File: src/sys_ctrl_consts.vh
// Register map, reset values and timing counts of the system control block
`ifndef SYS_CTRL_CONSTS_VH
`define SYS_CTRL_CONSTS_VH

// Register indices; byte address is four times the index
`define IDX_SYS_CONTROL      4'h0
`define IDX_SYS_STATUS       4'h1
`define IDX_PCE              4'hC
`define IDX_BASE_HIGH        4'hD
`define IDX_BASE_LOW         4'hE

// System control register fields
`define CTL_SW_RESET         0
`define CTL_WAIT_DIS_TEMP    1
`define CTL_STOP_DIS_TEMP    2
`define CTL_WAIT_DIS_PERM    3
`define CTL_STOP_DIS_PERM    4

// Peripheral clock gate fields
`define PCE_PULSE_MOD_A      0
`define PCE_PULSE_MOD_B      1
`define PCE_SERIAL_ZERO      2
`define PCE_SERIAL_ONE       3

// Reset values
`define RST_PCE              16'hFFFF
`define RST_BASE_HIGH        2'h3
`define RST_BASE_LOW         16'hFFFF
`define RST_CONTROL          5'h00
`define BASE_HIGH_ONES       14'h3FFF
`define BASE_TOP_OF_MEM      18'h3FFFF

// Timing: master clock 250 MHz in simulation, limit 120 MHz in silicon
`define MCLK_MHZ             250
`define MCLK_MAX_MHZ         120
`define SYSTEM_CLOCK_DIV          2
`define POR_STRETCH_CYCLES   2097152
`define RESET_WINDOW_CYCLES  32
`define BASE_PIPE_CYCLES     3

`endif
File: src/reset_sequencer.v
// Reset release sequencer: stretch, clock start, peripheral release, core init
`timescale 1ns/1ps
`include "sys_ctrl_consts.vh"
module reset_sequencer #(
   parameter STRETCH = `POR_STRETCH_CYCLES,
   parameter WINDOW  = `RESET_WINDOW_CYCLES
) (
   input  wire        mclk,
   input  wire        por_b,
   input  wire        ext_b,
   input  wire        sync_rst,
   input  wire        tick,
   output reg         clocks_run_r,
   output reg         periph_rst_b_r,
   output reg         core_rst_b_r,
   output reg  [4:0]  stage_r
);
   localparam S_STRETCH = 5'b00001;
   localparam S_CLKS    = 5'b00010;
   localparam S_PERIPH  = 5'b00100;
   localparam S_CORE    = 5'b01000;
   localparam S_DONE    = 5'b10000;

   reg [21:0] cnt_r;
   reg [4:0]  state_nxt;
   reg [21:0] cnt_nxt;
   wire       win_end;
   wire       str_end;

   assign win_end = (cnt_r == WINDOW[21:0] - 22'h000001);
   assign str_end = (cnt_r == STRETCH[21:0] - 22'h000001);

   always @* begin
      state_nxt = stage_r;
      cnt_nxt   = cnt_r;
      if (tick) begin
         cnt_nxt = cnt_r + 22'h000001;
         case (stage_r)
            S_STRETCH: if (str_end) begin
               state_nxt = S_CLKS;
               cnt_nxt   = 22'h000000;
            end
            S_CLKS: if (win_end) begin
               state_nxt = S_PERIPH;
               cnt_nxt   = 22'h000000;
            end
            S_PERIPH: if (win_end) begin
               state_nxt = S_CORE;
               cnt_nxt   = 22'h000000;
            end
            S_CORE: if (win_end) begin
               state_nxt = S_DONE;
               cnt_nxt   = 22'h000000;
            end
            S_DONE: cnt_nxt = 22'h000000;
            default: begin
               state_nxt = S_STRETCH;
               cnt_nxt   = 22'h000000;
            end
         endcase
      end
      if (sync_rst || !ext_b) begin
         state_nxt = S_CLKS;
         cnt_nxt   = 22'h000000;
      end
   end

   // release only on system clock edge
   always @(posedge mclk or negedge por_b) begin
      if (!por_b) begin
         stage_r        <= S_STRETCH;
         cnt_r          <= 22'h000000;
         clocks_run_r   <= 1'b0;
         periph_rst_b_r <= 1'b0;
         core_rst_b_r   <= 1'b0;
      end else begin
         stage_r <= state_nxt;
         cnt_r   <= cnt_nxt;
         if (sync_rst || !ext_b) begin
            clocks_run_r   <= 1'b0;
            periph_rst_b_r <= 1'b0;
            core_rst_b_r   <= 1'b0;
         end else if (tick) begin
            clocks_run_r   <= (state_nxt != S_STRETCH);
            periph_rst_b_r <= (state_nxt == S_CORE) || (state_nxt == S_DONE);
            core_rst_b_r   <= (state_nxt == S_DONE);
         end
      end
   end
endmodule

File: src/sys_ctrl.v
// System clock, power mode, short-address base and reset control block
//
// Operation
// - Four gate bits enable peripheral clocks
// - Short address: six instruction bits plus base
// - High base holds bits 23:22, rest ones
// - Low base holds address bits 21:6
// - Base pair resets to top of memory
// - Off-top base with external mode blocks debug
// - New base used four cycles after write
// - System clocks at half master rate
// - Wait stops core, interrupt resumes
// - Stop gates clocks, limited wake sources
// - Peripherals run from peripheral bus clock
// - Stop/wait disable, temporary or permanent until reset
// - Four reset sources, two async two sync
// - POR stretched then three 32-clock windows
// - Reset released on system clock edge
`timescale 1ns/1ps
`include "sys_ctrl_consts.vh"
module sys_ctrl #(
   parameter POR_STRETCH = `POR_STRETCH_CYCLES
) (
   input  wire        mclk,
   input  wire        rst_b,
   input  wire        ext_rst_b,
   input  wire        watchdog_rst,
   input  wire [5:0]  avs_address,
   input  wire        avs_read,
   input  wire        avs_write,
   input  wire [31:0] avs_writedata,
   output reg  [31:0] avs_readdata,
   output reg         avs_waitrequest,
   input  wire        stop_req,
   input  wire        wait_req,
   input  wire        periph_irq,
   input  wire        can_wake,
   input  wire        async_irq,
   input  wire        external_memory_select,
   input  wire [5:0]  io_short_off,
   output reg  [23:0] io_short_addr,
   output reg         debug_block,
   output reg         system_clock_en,
   output reg         core_clk_en,
   output reg         periph_clk_en,
   output reg         serial_port_one_clk_en,
   output reg         serial_port_zero_clk_en,
   output reg         pulse_mod_b_clk_en,
   output reg         pulse_mod_a_clk_en,
   output reg         core_rst_b,
   output reg         periph_rst_b
);
   localparam P_RUN  = 3'b001;
   localparam P_WAIT = 3'b010;
   localparam P_STOP = 3'b100;

   reg         por_meta_r;
   reg         por_sync_r;
   reg         ext_meta_r;
   reg         ext_sync_r;
   reg         div_r;
   reg         sw_rst_r;
   reg  [15:0] pce_r;
   reg  [1:0]  base_high_r;
   reg  [15:0] base_low_r;
   reg  [4:0]  ctl_r;
   reg  [2:0]  pmode_r;
   reg  [2:0]  pmode_nxt;
   reg  [17:0] base_pipe_r [0:`BASE_PIPE_CYCLES-1];
   reg  [15:0] rd_nxt;
   wire        tick;
   wire        clocks_run;
   wire        seq_periph_b;
   wire        seq_core_b;
   wire [4:0]  seq_stage;
   wire [3:0]  idx;
   wire        req;
   wire        wr_take;
   wire        wait_dis;
   wire        stop_dis;
   wire [17:0] base_eff;
   wire        periph_on;
   wire        core_on;

   function automatic hit;
      input [5:0] a;
      input [3:0] i;
      begin
         hit = (a[5:2] == i) && (a[1:0] == 2'h0);
      end
   endfunction

   always @(posedge mclk or negedge rst_b) begin
      if (!rst_b) begin
         por_meta_r <= 1'b0;
         por_sync_r <= 1'b0;
      end else begin
         por_meta_r <= 1'b1;
         por_sync_r <= por_meta_r;
      end
   end

   always @(posedge mclk or negedge ext_rst_b) begin
      if (!ext_rst_b) begin
         ext_meta_r <= 1'b0;
         ext_sync_r <= 1'b0;
      end else begin
         ext_meta_r <= 1'b1;
         ext_sync_r <= ext_meta_r;
      end
   end

   always @(posedge mclk or negedge por_sync_r) begin
      if (!por_sync_r)
         div_r <= 1'b0;
      else
         div_r <= ~div_r;
   end
   assign tick = div_r;

   reset_sequencer #(
      .STRETCH (POR_STRETCH),
      .WINDOW  (`RESET_WINDOW_CYCLES)
   ) u_seq (
      .mclk           (mclk),
      .por_b          (por_sync_r),
      .ext_b          (ext_sync_r),
      .sync_rst       (sw_rst_r | watchdog_rst),
      .tick           (tick),
      .clocks_run_r   (clocks_run),
      .periph_rst_b_r (seq_periph_b),
      .core_rst_b_r   (seq_core_b),
      .stage_r        (seq_stage)
   );

   assign idx     = avs_address[5:2];
   assign req     = avs_read | avs_write;
   assign wr_take = avs_write & ~avs_waitrequest;

   // Bus answer: one wait cycle per access
   always @(posedge mclk or negedge por_sync_r) begin
      if (!por_sync_r)
         avs_waitrequest <= 1'b1;
      else
         avs_waitrequest <= ~(req & avs_waitrequest);
   end

   always @* begin
      rd_nxt = 16'h0000;
      if (hit(avs_address, `IDX_SYS_CONTROL))
         rd_nxt = {11'h000, ctl_r};
      else if (hit(avs_address, `IDX_SYS_STATUS))
         rd_nxt = {5'h00, seq_stage, clocks_run, pmode_r, stop_dis, wait_dis};
      else if (hit(avs_address, `IDX_PCE))
         rd_nxt = pce_r;
      else if (hit(avs_address, `IDX_BASE_HIGH))
         rd_nxt = {`BASE_HIGH_ONES, base_high_r};
      else if (hit(avs_address, `IDX_BASE_LOW))
         rd_nxt = base_low_r;
   end

   always @(posedge mclk or negedge por_sync_r) begin
      if (!por_sync_r)
         avs_readdata <= 32'h00000000;
      else if (avs_read & avs_waitrequest)
         avs_readdata <= {16'h0000, rd_nxt};
   end

   // Registers cleared by any reset while core held
   always @(posedge mclk or negedge por_sync_r) begin
      if (!por_sync_r) begin
         pce_r       <= `RST_PCE;
         base_high_r <= `RST_BASE_HIGH;
         base_low_r  <= `RST_BASE_LOW;
         ctl_r       <= `RST_CONTROL;
         sw_rst_r    <= 1'b0;
      end else if (!seq_core_b) begin
         // base pair back to top of memory
         pce_r       <= `RST_PCE;
         base_high_r <= `RST_BASE_HIGH;
         base_low_r  <= `RST_BASE_LOW;
         ctl_r       <= `RST_CONTROL;
         sw_rst_r    <= 1'b0;
      end else begin
         sw_rst_r <= wr_take && hit(avs_address, `IDX_SYS_CONTROL)
                     && avs_writedata[`CTL_SW_RESET];
         if (wr_take && hit(avs_address, `IDX_SYS_CONTROL)) begin
            ctl_r[`CTL_WAIT_DIS_TEMP] <= avs_writedata[`CTL_WAIT_DIS_TEMP];
            ctl_r[`CTL_STOP_DIS_TEMP] <= avs_writedata[`CTL_STOP_DIS_TEMP];
            ctl_r[`CTL_WAIT_DIS_PERM] <= ctl_r[`CTL_WAIT_DIS_PERM]
                                         | avs_writedata[`CTL_WAIT_DIS_PERM];
            ctl_r[`CTL_STOP_DIS_PERM] <= ctl_r[`CTL_STOP_DIS_PERM]
                                         | avs_writedata[`CTL_STOP_DIS_PERM];
         end
         if (wr_take && hit(avs_address, `IDX_PCE))
            pce_r <= avs_writedata[15:0];
         if (wr_take && hit(avs_address, `IDX_BASE_HIGH))
            base_high_r <= avs_writedata[1:0];
         if (wr_take && hit(avs_address, `IDX_BASE_LOW))
            base_low_r <= avs_writedata[15:0];
      end
   end

   genvar g;
   generate
      for (g = 0; g < `BASE_PIPE_CYCLES; g = g + 1) begin : g_pipe
         wire [17:0] src;
         // First stage takes the registers, later stages the stage before
         if (g == 0) begin : g_first
            assign src = {base_high_r, base_low_r};
         end else begin : g_next
            assign src = base_pipe_r[g-1];
         end
         always @(posedge mclk or negedge por_sync_r) begin
            if (!por_sync_r)
               base_pipe_r[g] <= `BASE_TOP_OF_MEM;
            else
               base_pipe_r[g] <= src;
         end
      end
   endgenerate
   assign base_eff = base_pipe_r[`BASE_PIPE_CYCLES-1];

   always @(posedge mclk or negedge por_sync_r) begin
      if (!por_sync_r) begin
         io_short_addr <= {`BASE_TOP_OF_MEM, 6'h00};
         debug_block   <= 1'b0;
      end else begin
         io_short_addr <= {base_eff, io_short_off};
         debug_block   <= (base_eff != `BASE_TOP_OF_MEM) & external_memory_select;
      end
   end

   assign wait_dis = ctl_r[`CTL_WAIT_DIS_TEMP] | ctl_r[`CTL_WAIT_DIS_PERM];
   assign stop_dis = ctl_r[`CTL_STOP_DIS_TEMP] | ctl_r[`CTL_STOP_DIS_PERM];

   always @* begin
      pmode_nxt = pmode_r;
      case (pmode_r)
         P_RUN: begin
            if (stop_req && !stop_dis)
               pmode_nxt = P_STOP;
            else if (wait_req && !wait_dis)
               pmode_nxt = P_WAIT;
         end
         P_WAIT: if (periph_irq)
            pmode_nxt = P_RUN;
         P_STOP: if (can_wake || async_irq)
            pmode_nxt = P_RUN;
         default: pmode_nxt = P_RUN;
      endcase
   end

   always @(posedge mclk or negedge por_sync_r) begin
      if (!por_sync_r)
         pmode_r <= P_RUN;
      else if (!seq_core_b)
         pmode_r <= P_RUN;
      else
         pmode_r <= pmode_nxt;
   end

   assign core_on   = clocks_run & (pmode_r == P_RUN);
   assign periph_on = clocks_run & (pmode_r != P_STOP);

   always @(posedge mclk or negedge por_sync_r) begin
      if (!por_sync_r) begin
         system_clock_en              <= 1'b0;
         core_clk_en             <= 1'b0;
         periph_clk_en           <= 1'b0;
         serial_port_one_clk_en  <= 1'b0;
         serial_port_zero_clk_en <= 1'b0;
         pulse_mod_b_clk_en      <= 1'b0;
         pulse_mod_a_clk_en      <= 1'b0;
         core_rst_b              <= 1'b0;
         periph_rst_b            <= 1'b0;
      end else begin
         system_clock_en              <= ~div_r;
         core_clk_en             <= ~div_r & core_on;
         periph_clk_en           <= ~div_r & periph_on;
         serial_port_one_clk_en  <= ~div_r & periph_on & pce_r[`PCE_SERIAL_ONE];
         serial_port_zero_clk_en <= ~div_r & periph_on & pce_r[`PCE_SERIAL_ZERO];
         pulse_mod_b_clk_en      <= ~div_r & periph_on & pce_r[`PCE_PULSE_MOD_B];
         pulse_mod_a_clk_en      <= ~div_r & periph_on & pce_r[`PCE_PULSE_MOD_A];
         core_rst_b              <= seq_core_b;
         periph_rst_b            <= seq_periph_b;
      end
   end
endmodule

File: config.mk
export PLATFORM = sky130hd
export DESIGN_NAME = sys_ctrl
export DESIGN_NICKNAME = d
export VERILOG_FILES = /design/src/reset_sequencer.v /design/src/sys_ctrl.v
export VERILOG_INCLUDE_DIRS = /design/src
export SDC_FILE = /design/constraint.sdc
export NUM_CORES = 1
export LEC_CHECK = 0
export BUFFER_PORTS_ARGS = -buffer_cell sky130_fd_sc_hd__buf_2
export CORE_MARGIN = 1.5
export CORE_UTILIZATION = 24
export DETAILED_ROUTE_END_ITERATION = 6
export PLACE_DENSITY = 0.47
export SYNTH_ARGS = -nofsm -noshare
export SYNTH_HDL_FRONTEND = slang
export SYNTH_SLANG_ARGS = --single-unit
File: constraint.sdc
create_clock -name mclk -period 5.6 [get_ports mclk]
set_input_delay 0.56 -clock mclk [delete_from_list [all_inputs] [get_ports mclk]]
set_output_delay 0.56 -clock mclk [all_outputs]
set_load 0.03 [all_outputs]
==> summary.md, run 1 <==
| Metric | Value |
|---|---|
| Setup CP Type | `flip-flop to flip-flop` |
| # DRC | `0` |
| Area of the mapped netlist | `7490 µm²` |
| PwrDens | `308 nW/µm²` |
| Tightest Pin Transition | `1.01 ns` |
| Initial Util | `0.244` |
| CTS hold repair buffers | `2` |
| # nets final | `812` |
| Worst hold slack | `0.219 ns` |
| Number of global-route vias before repair | `5,289` |
| WP buf/inv | `0` |
| Row Count | `64` |
| Worst-Skew Late Latency | `0.44 ns` |
| Die Y | `180 µm` |
| Clk slew on worst S/H paths | `0.08 ns` |
| Total GRT Usage | `0.118` |
| CP max stage delay | `0.78 ns` |
| Ant. Diodes | `0` |
| Worst hold stages | `1` |
| Worst-case clock skew | `0.0248 ns` |
| Final period util | `0.450` |
| Post-Route WL | `18,300 µm` |
| Synth async-reset ratio | `1.00` |
| Total power | `2740 µW` |
| Starting DRT DRC Count | `331` |
| Layout cell share with drive strength beyond 1 | `0.342` |
| FF+latch count, synth | `181` |
| Routability Congestion | `0.776` |
| Gr ovfl total | `0` |
| Core ar. | `30,700 µm²` |
| Largest net degree at the start of global routing | `136` |
| Reg2Reg Depth | `6` |
| Share of power burned in registers | `0.489` |
| CTS tree | `yes` |
| Hold Crit Class | `primary input to flip-flop` |
| Cells after Synth | `678` |
| Sink Count | `181` |
| Maxcap violations | `0` |
| Data required, critical path | `5.93 ns` |
| RSZ-0062 raised after global routing | `no` |
| Max IR drop VDD | `0.195 mV` |
| H-Tree Depth | `4` |
| DR WL/cell | `15.7 µm` |
| Routed vias | `5,175` |
| Sw Pwr | `754 µW` |
| Num ports | `123` |
| Clock power frac | `0.459` |
| Sequential area share after synthesis | `0.623` |
| Crit path depth | `6` |
| TritonRoute pass-1 iters | `4` |
| Synth cell types | `68` |
| DP Area | `8240 µm²` |
| Critical path arrival | `2.85 ns` |
| Max Clk Rate | `0.397 GHz` |
| Status | `complete, no violations` |
| Root Buffer | `clkbuf_16` |
| CP Cell Sequence | `ha_1 > nand4_4 > nor2_2 > a21oi_2 > o21ai_4 > o311ai_1` |
| Number of routed nets with antenna violations | `0` |
| Design Area, Final | `8900 µm²` |
| Number of enable flip-flop cells after synthesis | `0` |
| TNS Setup | `0 ns` |
| Die area | `32,300 µm²` |
| Die X | `180 µm` |
| Net Sw Frac | `0.275` |
| Yosys top cell area share | `0.382` |
| Vias/cell | `4.45` |
| CTS buffer count | `17` |
| Worst reg2reg setup slack | `3.08 ns` |
| Area leader, netlist | `dfstp_2` |
| Internal Pwr Total | `1990 µW` |
| Pleak | `0.00377 µW` |
| Ys flop type | `dfstp_2` |
| Min Tclk post-route | `2.52 ns` |
| Slew HR | `0.324` |
| Antenna violations before repair | `0` |
| Yosys warning total | `0` |
| Area Growth Syn to Fin | `18.9%` |
| Crit start category | `flip-flop` |
| Final slew viol count | `0` |
| Worst path slowest cell | `a21oi_2` |
| Ranking of synthesized cells by area | `dfstp_2 (38%), dfrtp_1 (24%), nand2_1 (5.9%), o211ai_1 (3.1%), nand3_1 (2.6%)` |
| Max clock buf depth | `2` |
| CP Capture Type | `flip-flop` |
| CP max FO | `17` |
| Final Hold Viols | `0` |
| Delay-heaviest family, CP | `compound AO/OA/AOI/OAI gates` |
| Finish-stage setup viols | `0` |
| Post-cts sizing count | `0` |
| Avg Cell Area, Syn | `11.0 µm²` |
| Hpwl dp | `12,400 µm` |
| First-pass GRT wire length | `30,200 µm` |
| Post-CTS Repair Setup Buffers | `0` |
| Comb pwr share | `0.052` |
| Port buffer count | `90` |
## synthesized netlist by cell type, types with 9 or more instances
master and count:
nor2_1 31, inv_1 14, nand2_1 117, o211ai_1 31
nor3_1 9, nor2b_1 9, buf_4 19, o21ai_0 34
nand3_1 39, clkbuf_1 24, nand4_1 12, a21oi_1 30
mux2i_1 10, dfrtp_1 72, dfstp_2 109
## registers in the layout, summed over array words and instances (netlist names), 2 cells and up
signal,cells
ctl_r,4
u_seq.stage_r,5
pmode_r,3
u_seq.cnt_r,22
g_pipe.src,36
io_short_addr,24
pce_r,16
base_eff,18
base_high_r,2
avs_readdata,16
base_low_r,16
## per-stage QoR
step	cells	setup slack, ns	utilization
after floorplan	694	0.433	-
after global routing	1164	2.91	0.290
after CTS	1164	3.08	0.290
after global placement	1130	2.97	0.269
after detailed placement	1130	2.95	0.269
final	1164	3.08	0.290
## final timing paths
check	end	startpoint
max in group asynchronous	avs_readdata[14]	por_sync_r
max	u_seq.cnt_r[9]	u_seq.cnt_r[0]
min	io_short_addr[5]	io_short_off[5]
min reg2reg	io_short_addr[2]	por_sync_r
max reg2reg	u_seq.cnt_r[9]	u_seq.cnt_r[0]
min in group asynchronous	io_short_addr[2]	por_sync_r
## per-layer routing
layer / track usage / routed length (µm) / vias to the layer above / part of all wire
met1: 0.172 / 9110 / 2527 / 0.50
met3: 0.0249 / 782 / 16 / 0.043
met4: 0.0377 / 243 / 0 / 0.013
li1: - / - / 2498 / -
met5: 0 / 0 / - / 0
met2: 0.173 / 8120 / 134 / 0.44
## power groups by stage
stage	Clock [µW]	Sequential, µW	Combinational [µW]
2_1_floorplan	0	1390	63.5
3_3_place_gp	0	1360	145
3_5_place_dp	0	1360	145
4_1_cts	1300	1340	146
5_1_grt	1350	1340	158
6_report	1260	1340	143
## cells by family after synthesis
family,after synthesis,synth area share
AOI/OAI and AO/OA,133,0.116
DFF,181,0.623
other,2,0.00100
buffers and inverters,67,0.0474
xor gates and xnor gates,4,0.00468
adders and majority gates,1,0.00167
and+or+nand+nor,274,0.184
muxes,16,0.0224
## area by class of cell
class / instances / area [µm²]
Clock buffer: 17 / 425
Clock inverter: 15 / 216
Inverter: 14 / 52.6
Multi-Input combinational cell: 446 / 2540
Timing Repair Buffer: 95 / 505
Sequential cell: 181 / 4670
Tap cell: 396 / 495
Fill cell: 3167 / 21800
## cell usage in the layout, fill, tap and decap left out, types with 5 or more instances in the layout
cell	n
a21oi_1	30
and2_1	5
and3_1	8
buf_2	90
clkbuf_16	17
clkinv_8	7
conb_1	18
dfrtp_1	71
dfstp_2	109
inv_1	14
mux2_2	6
mux2i_1	10
nand2_1	117
nand2b_1	5
nand3_1	39
nand4_1	12
nor2_1	30
nor2b_1	9
nor3_1	9
nor3b_1	5
nor4_1	5
o2111ai_1	5
o211ai_1	31
o21ai_0	34
Power figures use the tool's default switching activity.
==> run 2, diff against run 1 <==
clock period = 2.33 ns   (was 5.6 ns; I/O delays follow)
==> run 2 against run 1 <==
  * Clock power is 140% higher
  * Via count is 2.0% higher
  * Die area stayed put
  * Global-route usage is 0.26 points higher
  * Final area is 4.0% higher
  * Maximum frequency is 18% higher
  * Cell count is 3.6% higher
  * Register-to-register slack worse by 2.9 ns
  * Sequential power is 140% higher
  * Core utilization is 1.2 points higher
  * Critical endpoint is now u_seq.cnt_r[17]
==> summary.md, run 2 (synthesized netlist as in run 1, its figures left out) <==
| Metric | Value |
|---|---|
| Status | `complete, no violations` |
| Number of routed nets with antenna violations | `0 (unchanged)` |
| Worst Setup EP | `u_seq.cnt_r[17]` |
| Initial Util | `0.244 (unchanged)` |
| Reg-to-reg critical path startpoint | `u_seq.cnt_r[17]` |
| Routed vias | `5,279 (+2.0%)` |
| CTS tree | `yes` |
| Antenna violations before repair | `0 (unchanged)` |
| Clock power frac | `0.454 (-0.005)` |
| Hold Crit Class | `primary input to flip-flop` |
| Layout cell share with drive strength beyond 1 | `0.365 (+0.0230)` |
| Worst-Skew Late Latency | `0.43 ns (about the same)` |
| Sink Count | `181 (unchanged)` |
| Share of power burned in registers | `0.488 (about the same)` |
| Setup WS post-layout | `0.202 ns (-2.88 ns)` |
| Max IR drop VDD | `0.398 mV (+100%)` |
| Final Hold Viols | `0 (unchanged)` |
| # nets final | `854 (+5.2%)` |
| Number of global-route vias before repair | `5,393 (+2.0%)` |
| Row Count | `64 (unchanged)` |
| CP startpoint | `u_seq.cnt_r[17]` |
| Die area | `32,300 µm² (unchanged)` |
| DP Area | `8500 µm² (+3.2%)` |
| Maxcap violations | `0 (unchanged)` |
| Num ports | `123 (unchanged)` |
| Max clock buf depth | `2 (unchanged)` |
| CTS buffer count | `17 (unchanged)` |
| Max Clk Rate | `0.470 GHz (+18%)` |
| Ant. Diodes | `0 (unchanged)` |
| Tightest Pin Transition | `0.716 ns (-0.297 ns)` |
| CP max FO | `14 (-3)` |
| Place WS | `0.204 ns (-2.75 ns)` |
| Critical R2R Capture | `u_seq.cnt_r[17]` |
| Final slew viol count | `0 (unchanged)` |
| PwrDens | `712 nW/µm² (+130%)` |
| Finished Layout Cells | `1,206 (+3.6%)` |
| Port buffer count | `90 (unchanged)` |
| Area Growth Syn to Fin | `23.6%` |
| Post-Route WL | `18,500 µm (+1.2%)` |
| Final period util | `0.913 (+0.463)` |
| Largest net degree at the start of global routing | `61 (-55%)` |
| RSZ-0062 raised after global routing | `no` |
| Root Buffer | `clkbuf_16` |
| GR Util met2 | `0.183 (+0.0105)` |
| Sw Pwr | `1790 µW (+140%)` |
| CP Capture Type | `flip-flop` |
| H-Tree Depth | `4 (unchanged)` |
| Worst hold slack | `0.0400 ns (-0.179 ns)` |
| Worst-case clock skew | `0.0136 ns (-0.0112 ns)` |
| Total GRT Usage | `0.120 (+0.00259)` |
| Routability Congestion | `0.785 (+1.1%)` |
| Most Used Layer, Global Route | `met2` |
| Comb pwr share | `0.058 (+0.006)` |
| Critical path arrival | `2.41 ns (-0.44 ns)` |
| First-pass GRT wire length | `30,700 µm (+1.6%)` |
| Clk slew on worst S/H paths | `0.08 ns (about the same)` |
| Most frequent cells in the layout | `nand2_1 (117), dfstp_2 (109), buf_2 (90)` |
| Post-CTS Repair Setup Buffers | `0 (unchanged)` |
| Starting DRT DRC Count | `390 (+18%)` |
| Core ar. | `30,700 µm² (unchanged)` |
| Max reg flops | `36 (unchanged)` |
| Pleak | `0.00398 µW (+5.4%)` |
| Placed cell count | `1,163 (+2.9%)` |
| FILL cells | `3,150 (-0.54%)` |
| Die Y | `180 µm (unchanged)` |
| TritonRoute pass-1 iters | `5 (+1)` |
| Vias/cell | `4.38 (-1.5%)` |
| # DRC | `0 (unchanged)` |
| Worst hold stages | `3 (+2)` |
| TNS Setup | `0 ns (unchanged)` |
| Crit start category | `flip-flop` |
| Hpwl dp | `13,100 µm (+6.1%)` |
| Die X | `180 µm (unchanged)` |
| Data required, critical path | `2.62 ns (-3.31 ns)` |
| DR WL/cell | `15.3 µm (-2.3%)` |
| Slew HR | `0.523 (+0.199)` |
| Gr ovfl total | `0 (unchanged)` |
| Design Area, Final | `9260 µm² (+4.0%)` |
| Setup CP Type | `flip-flop to flip-flop` |
| Grt met1 use | `0.167 (-0.00532)` |
| Finish-stage setup viols | `0 (unchanged)` |
| Internal Pwr Total | `4800 µW (+140%)` |
| Min Tclk post-route | `2.13 ns (-0.394 ns)` |
| Met3 GRT Util | `0.0284 (+0.00344)` |
| Commonest non-fill, non-tap cell in the layout | `nand2_1` |
| Worst reg2reg setup slack | `0.20 ns (-2.88 ns)` |
| Net Sw Frac | `0.272 (-0.00368)` |
| Reg2Reg Depth | `6 (unchanged)` |
[run 2: cell count changes in the layout (fill, tap and decap cells not counted), sizes merged]
cell,delta
buf,+33
dlygate4sd3,+9
clkinv,+1
inv,-1
[run 2: layer usage]
| layer | up-vias | wire length (µm) |
|---|---|---|
| li1 | 2579 | - |
| met1 | 2534 | 8850 |
| met2 | 149 | 8320 |
| met3 | 17 | 967 |
| met4 | 0 | 340 |
| met5 | - | 0 |
[run 2: repair_timing]
item	4_1_cts	5_1_grt
endpoints found under the hold margin	12	0
setup endpoints to repair	0	1
gates resized for setup	0	1
hold buffers	11	0
[run 2: metrics by stage]
step                total power, µW   util
floorplan                      3500      -
global placement               3640  0.277
detailed placement             3650  0.277
CTS                            6700  0.302
global route                   6870  0.302
finish                         6590  0.302
[run 2: worst min-delay path by stage]
stage | start | endpoint | slack (ns)
3_5_place_dp | rst_b | por_meta_r | 0.02
4_1_cts | avs_writedata[14] | pce_r[14] | 0.02
3_3_place_gp | rst_b | por_meta_r | 0.02
2_1_floorplan | ext_rst_b | ext_meta_r | -0.06
6_report | avs_writedata[15] | base_low_r[15] | 0.04
5_1_grt | avs_writedata[14] | pce_r[14] | 0.03
[run 2: layout make-up]
cell class              instances  area [µm²]  area share
clock buffers                  17         425      0.0459
clock inverters                15         214      0.0231
inverters                      14        52.6     0.00567
multi-input cells             446        2530       0.274
flip-flops and latches        181        4670       0.504
well taps                     396         495      0.0535
repair buffers                137         868      0.0938
[run 2: worst max-delay path, stage by stage, from the launching register on]
cell	delay (ns)
dfrtp_1	0.45
nor4_1	0.47
and4_1	0.34
a21oi_2	0.12
buf_4	0.22
o21ai_0	0.22
o221ai_1	0.17
[run 2: power by group through the flow]
stage               clock network [µW]  registers, µW  logic [µW]
floorplan                            0           3350         153
global placement                     0           3270         372
detailed placement                   0           3270         374
CTS                               3090           3220         390
global route                      3220           3220         423
finish                            2990           3220         384
==> run 3, diff against run 2 <==
CORE_ASPECT_RATIO = 0.9   (was not set)
SETUP_SLACK_MARGIN = 0.5   (was not set)
==> run 3 against run 2 <==
  * Critical path depth did not move
  * Power rose by 1.4%
  * Die area barely moved
  * Sequential power barely moved
  * Clock skew barely moved
  * Hold slack got worse by 0.0019 ns
==> summary.md, run 3 (synthesized netlist as in run 1, its figures left out) <==
| Metric | Value |
|---|---|
| Placed cell count | `1,159 (-0.34%)` |
| Max Clk Rate | `0.540 GHz (+15%)` |
| Core ar. | `30,800 µm² (+0.54%)` |
| First-pass GRT wire length | `30,900 µm (+0.47%)` |
| Internal Pwr Total | `4810 µW (+0.29%)` |
| TNS Setup | `0 ns (unchanged)` |
| Pleak | `0.00406 µW (+2.1%)` |
| Critical path arrival | `2.16 ns (-0.25 ns)` |
| Status | `complete, no violations` |
| Most frequent cells in the layout | `nand2_1 (116), dfstp_2 (109), buf_2 (90)` |
| Final period util | `0.795 (-0.118)` |
| Num ports | `123 (unchanged)` |
| Largest net degree at the start of global routing | `59 (-3.3%)` |
| Reg2Reg Depth | `6 (unchanged)` |
| Final slew viol count | `0 (unchanged)` |
| CTS buffer count | `17 (unchanged)` |
| H-Tree Depth | `4 (unchanged)` |
| DR WL/cell | `15.8 µm (+3.1%)` |
| Commonest non-fill, non-tap cell in the layout | `nand2_1` |
| Routed vias | `5,406 (+2.4%)` |
| Post-Route WL | `19,300 µm (+4.6%)` |
| Starting DRT DRC Count | `358 (-8.2%)` |
| Min Tclk post-route | `1.85 ns (-0.275 ns)` |
| Max reg flops | `36 (unchanged)` |
| Worst-Skew Late Latency | `0.43 ns (about the same)` |
| Layout cell share with drive strength beyond 1 | `0.413 (+0.0481)` |
| Die Y | `171 µm (-5.0%)` |
| Slew HR | `0.618 (+0.0954)` |
| Critical R2R Capture | `u_seq.cnt_r[20]` |
| Max IR drop VDD | `0.536 mV (+35%)` |
| Sw Pwr | `1870 µW (+4.3%)` |
| Worst Setup EP | `u_seq.cnt_r[20]` |
| Worst hold slack | `0.0382 ns (-0.00186 ns)` |
| Clock power frac | `0.461 (+0.007)` |
| Data required, critical path | `2.63 ns (about the same)` |
| Root Buffer | `clkbuf_16` |
| Port buffer count | `90 (unchanged)` |
| Finish-stage setup viols | `0 (unchanged)` |
| Setup CP Type | `flip-flop to flip-flop` |
| Clk slew on worst S/H paths | `0.08 ns (about the same)` |
| Initial Util | `0.243 (-0.00131)` |
| Total GRT Usage | `0.124 (+0.00324)` |
| Area Growth Syn to Fin | `27.5%` |
| Sink Count | `181 (unchanged)` |
| Net Sw Frac | `0.279 (+0.00777)` |
| CP Capture Type | `flip-flop` |
| Share of power burned in registers | `0.481 (-0.007)` |
| Gr ovfl total | `0 (unchanged)` |
| RSZ-0062 raised after global routing | `yes` |
| Reg-to-reg critical path startpoint | `u_seq.cnt_r[1]` |
| CTS tree | `yes` |
| Finished Layout Cells | `1,224 (+1.5%)` |
| PwrDens | `700 nW/µm² (-1.7%)` |
| Maxcap violations | `0 (unchanged)` |
| # DRC | `0 (unchanged)` |
| Final Hold Viols | `0 (unchanged)` |
| Worst reg2reg setup slack | `0.48 ns (+0.28 ns)` |
| Number of global-route vias before repair | `5,176 (-4.0%)` |
| Antenna violations before repair | `1 (+1)` |
| Hpwl dp | `13,000 µm (-1.3%)` |
| CP max FO | `5 (-9)` |
| Comb pwr share | `0.058 (about the same)` |
| TritonRoute pass-1 iters | `4 (-1)` |
| Max clock buf depth | `2 (unchanged)` |
| Hold Crit Class | `primary input to flip-flop` |
| Worst-case clock skew | `0.0139 ns (+0.000268 ns)` |
| # nets final | `859 (+0.59%)` |
| Routability Congestion | `0.803 (+2.2%)` |
| Die area | `32,300 µm² (about the same)` |
| Tightest Pin Transition | `0.571 ns (-0.144 ns)` |
| Ant. Diodes | `0 (unchanged)` |
| Crit start category | `flip-flop` |
| Vias/cell | `4.42 (+0.90%)` |
| Row Count | `61 (-4.7%)` |
| CP startpoint | `u_seq.cnt_r[1]` |
| Die X | `189 µm (+5.3%)` |
| Number of routed nets with antenna violations | `0 (unchanged)` |
run 3: changes by cell type in the layout (fill, tap and decap cells not counted), moves of 3 or more:
cell,before,now
nor4_1,4,1
dfrtp_1,71,55
nor3_1,9,6
nor2_2,1,5
nor4_2,5,2
nor4_4,0,6
clkinv_8,7,4
nor2_1,31,26
dfrtp_2,0,16
run 3: through the flow:
| step | instance area (µm²) | setup slack [ns] | power [µW] | utilization |
|---|---|---|---|---|
| 2_1_floorplan | 7550 | 0.512 | 3500 | - |
| 3_3_place_gp | 8420 | 0.254 | 3640 | 0.273 |
| 3_5_place_dp | 8420 | 0.222 | 3640 | 0.273 |
| 4_1_cts | 9340 | 0.490 | 6830 | 0.303 |
| 5_1_grt | 9550 | 0.328 | 6960 | 0.310 |
| 6_report | 9550 | 0.477 | 6680 | 0.310 |
run 3: how the worst min path moves through the flow:
stage / cells past startpoint / startpoint / endpoint / slack [ns]
detailed placement: 1 / rst_b / por_meta_r / 0.02
floorplan: 0 / ext_rst_b / ext_meta_r / -0.06
CTS: 3 / avs_writedata[9] / pce_r[9] / 0.01
global placement: 1 / rst_b / por_meta_r / 0.02
finish: 3 / avs_writedata[9] / pce_r[9] / 0.04
global route: 3 / avs_writedata[9] / pce_r[9] / 0.02
run 3: what timing repair did:
action,CTS,global route
setup buffers,9,13
pin swaps,4,9
hold buffers,11,0
endpoints found under the setup margin,49,32
endpoints found under the hold margin,12,0
resized for setup,27,27
run 3: worst max-delay path, stage by stage, from the launching register on:
cell     delay, ns
dfrtp_1       0.40
ha_4          0.16
nand4_4       0.16
or4_4         0.63
o21a_1        0.19
o22ai_1       0.10
a21oi_1       0.08
run 3: per-layer routing:
layer	up-vias	track usage	share of wire
met3	13	0.0299	0.046
met1	2657	0.182	0.50
li1	2600	-	-
met2	134	0.180	0.44
met4	2	0.0314	0.0094
met5	-	0	0.00062
run 3: cell type report:
class	instances	area, µm²
fillers	3162	21300
multi-input cells	446	2720
repair buffers	142	938
clock inverters	15	211
inverters	14	52.6
flip-flops and latches	181	4690
well taps	409	512
clock buffers	17	425
run 3: power groups by stage:
| stage | Combinational [µW] | Sequential [µW] | Clock (µW) |
|---|---|---|---|
| after floorplan | 153 | 3350 | 0 |
| after global placement | 367 | 3270 | 0 |
| after detailed placement | 368 | 3270 | 0 |
| final | 386 | 3220 | 3080 |
| after CTS | 389 | 3220 | 3220 |
| after global routing | 425 | 3220 | 3310 |
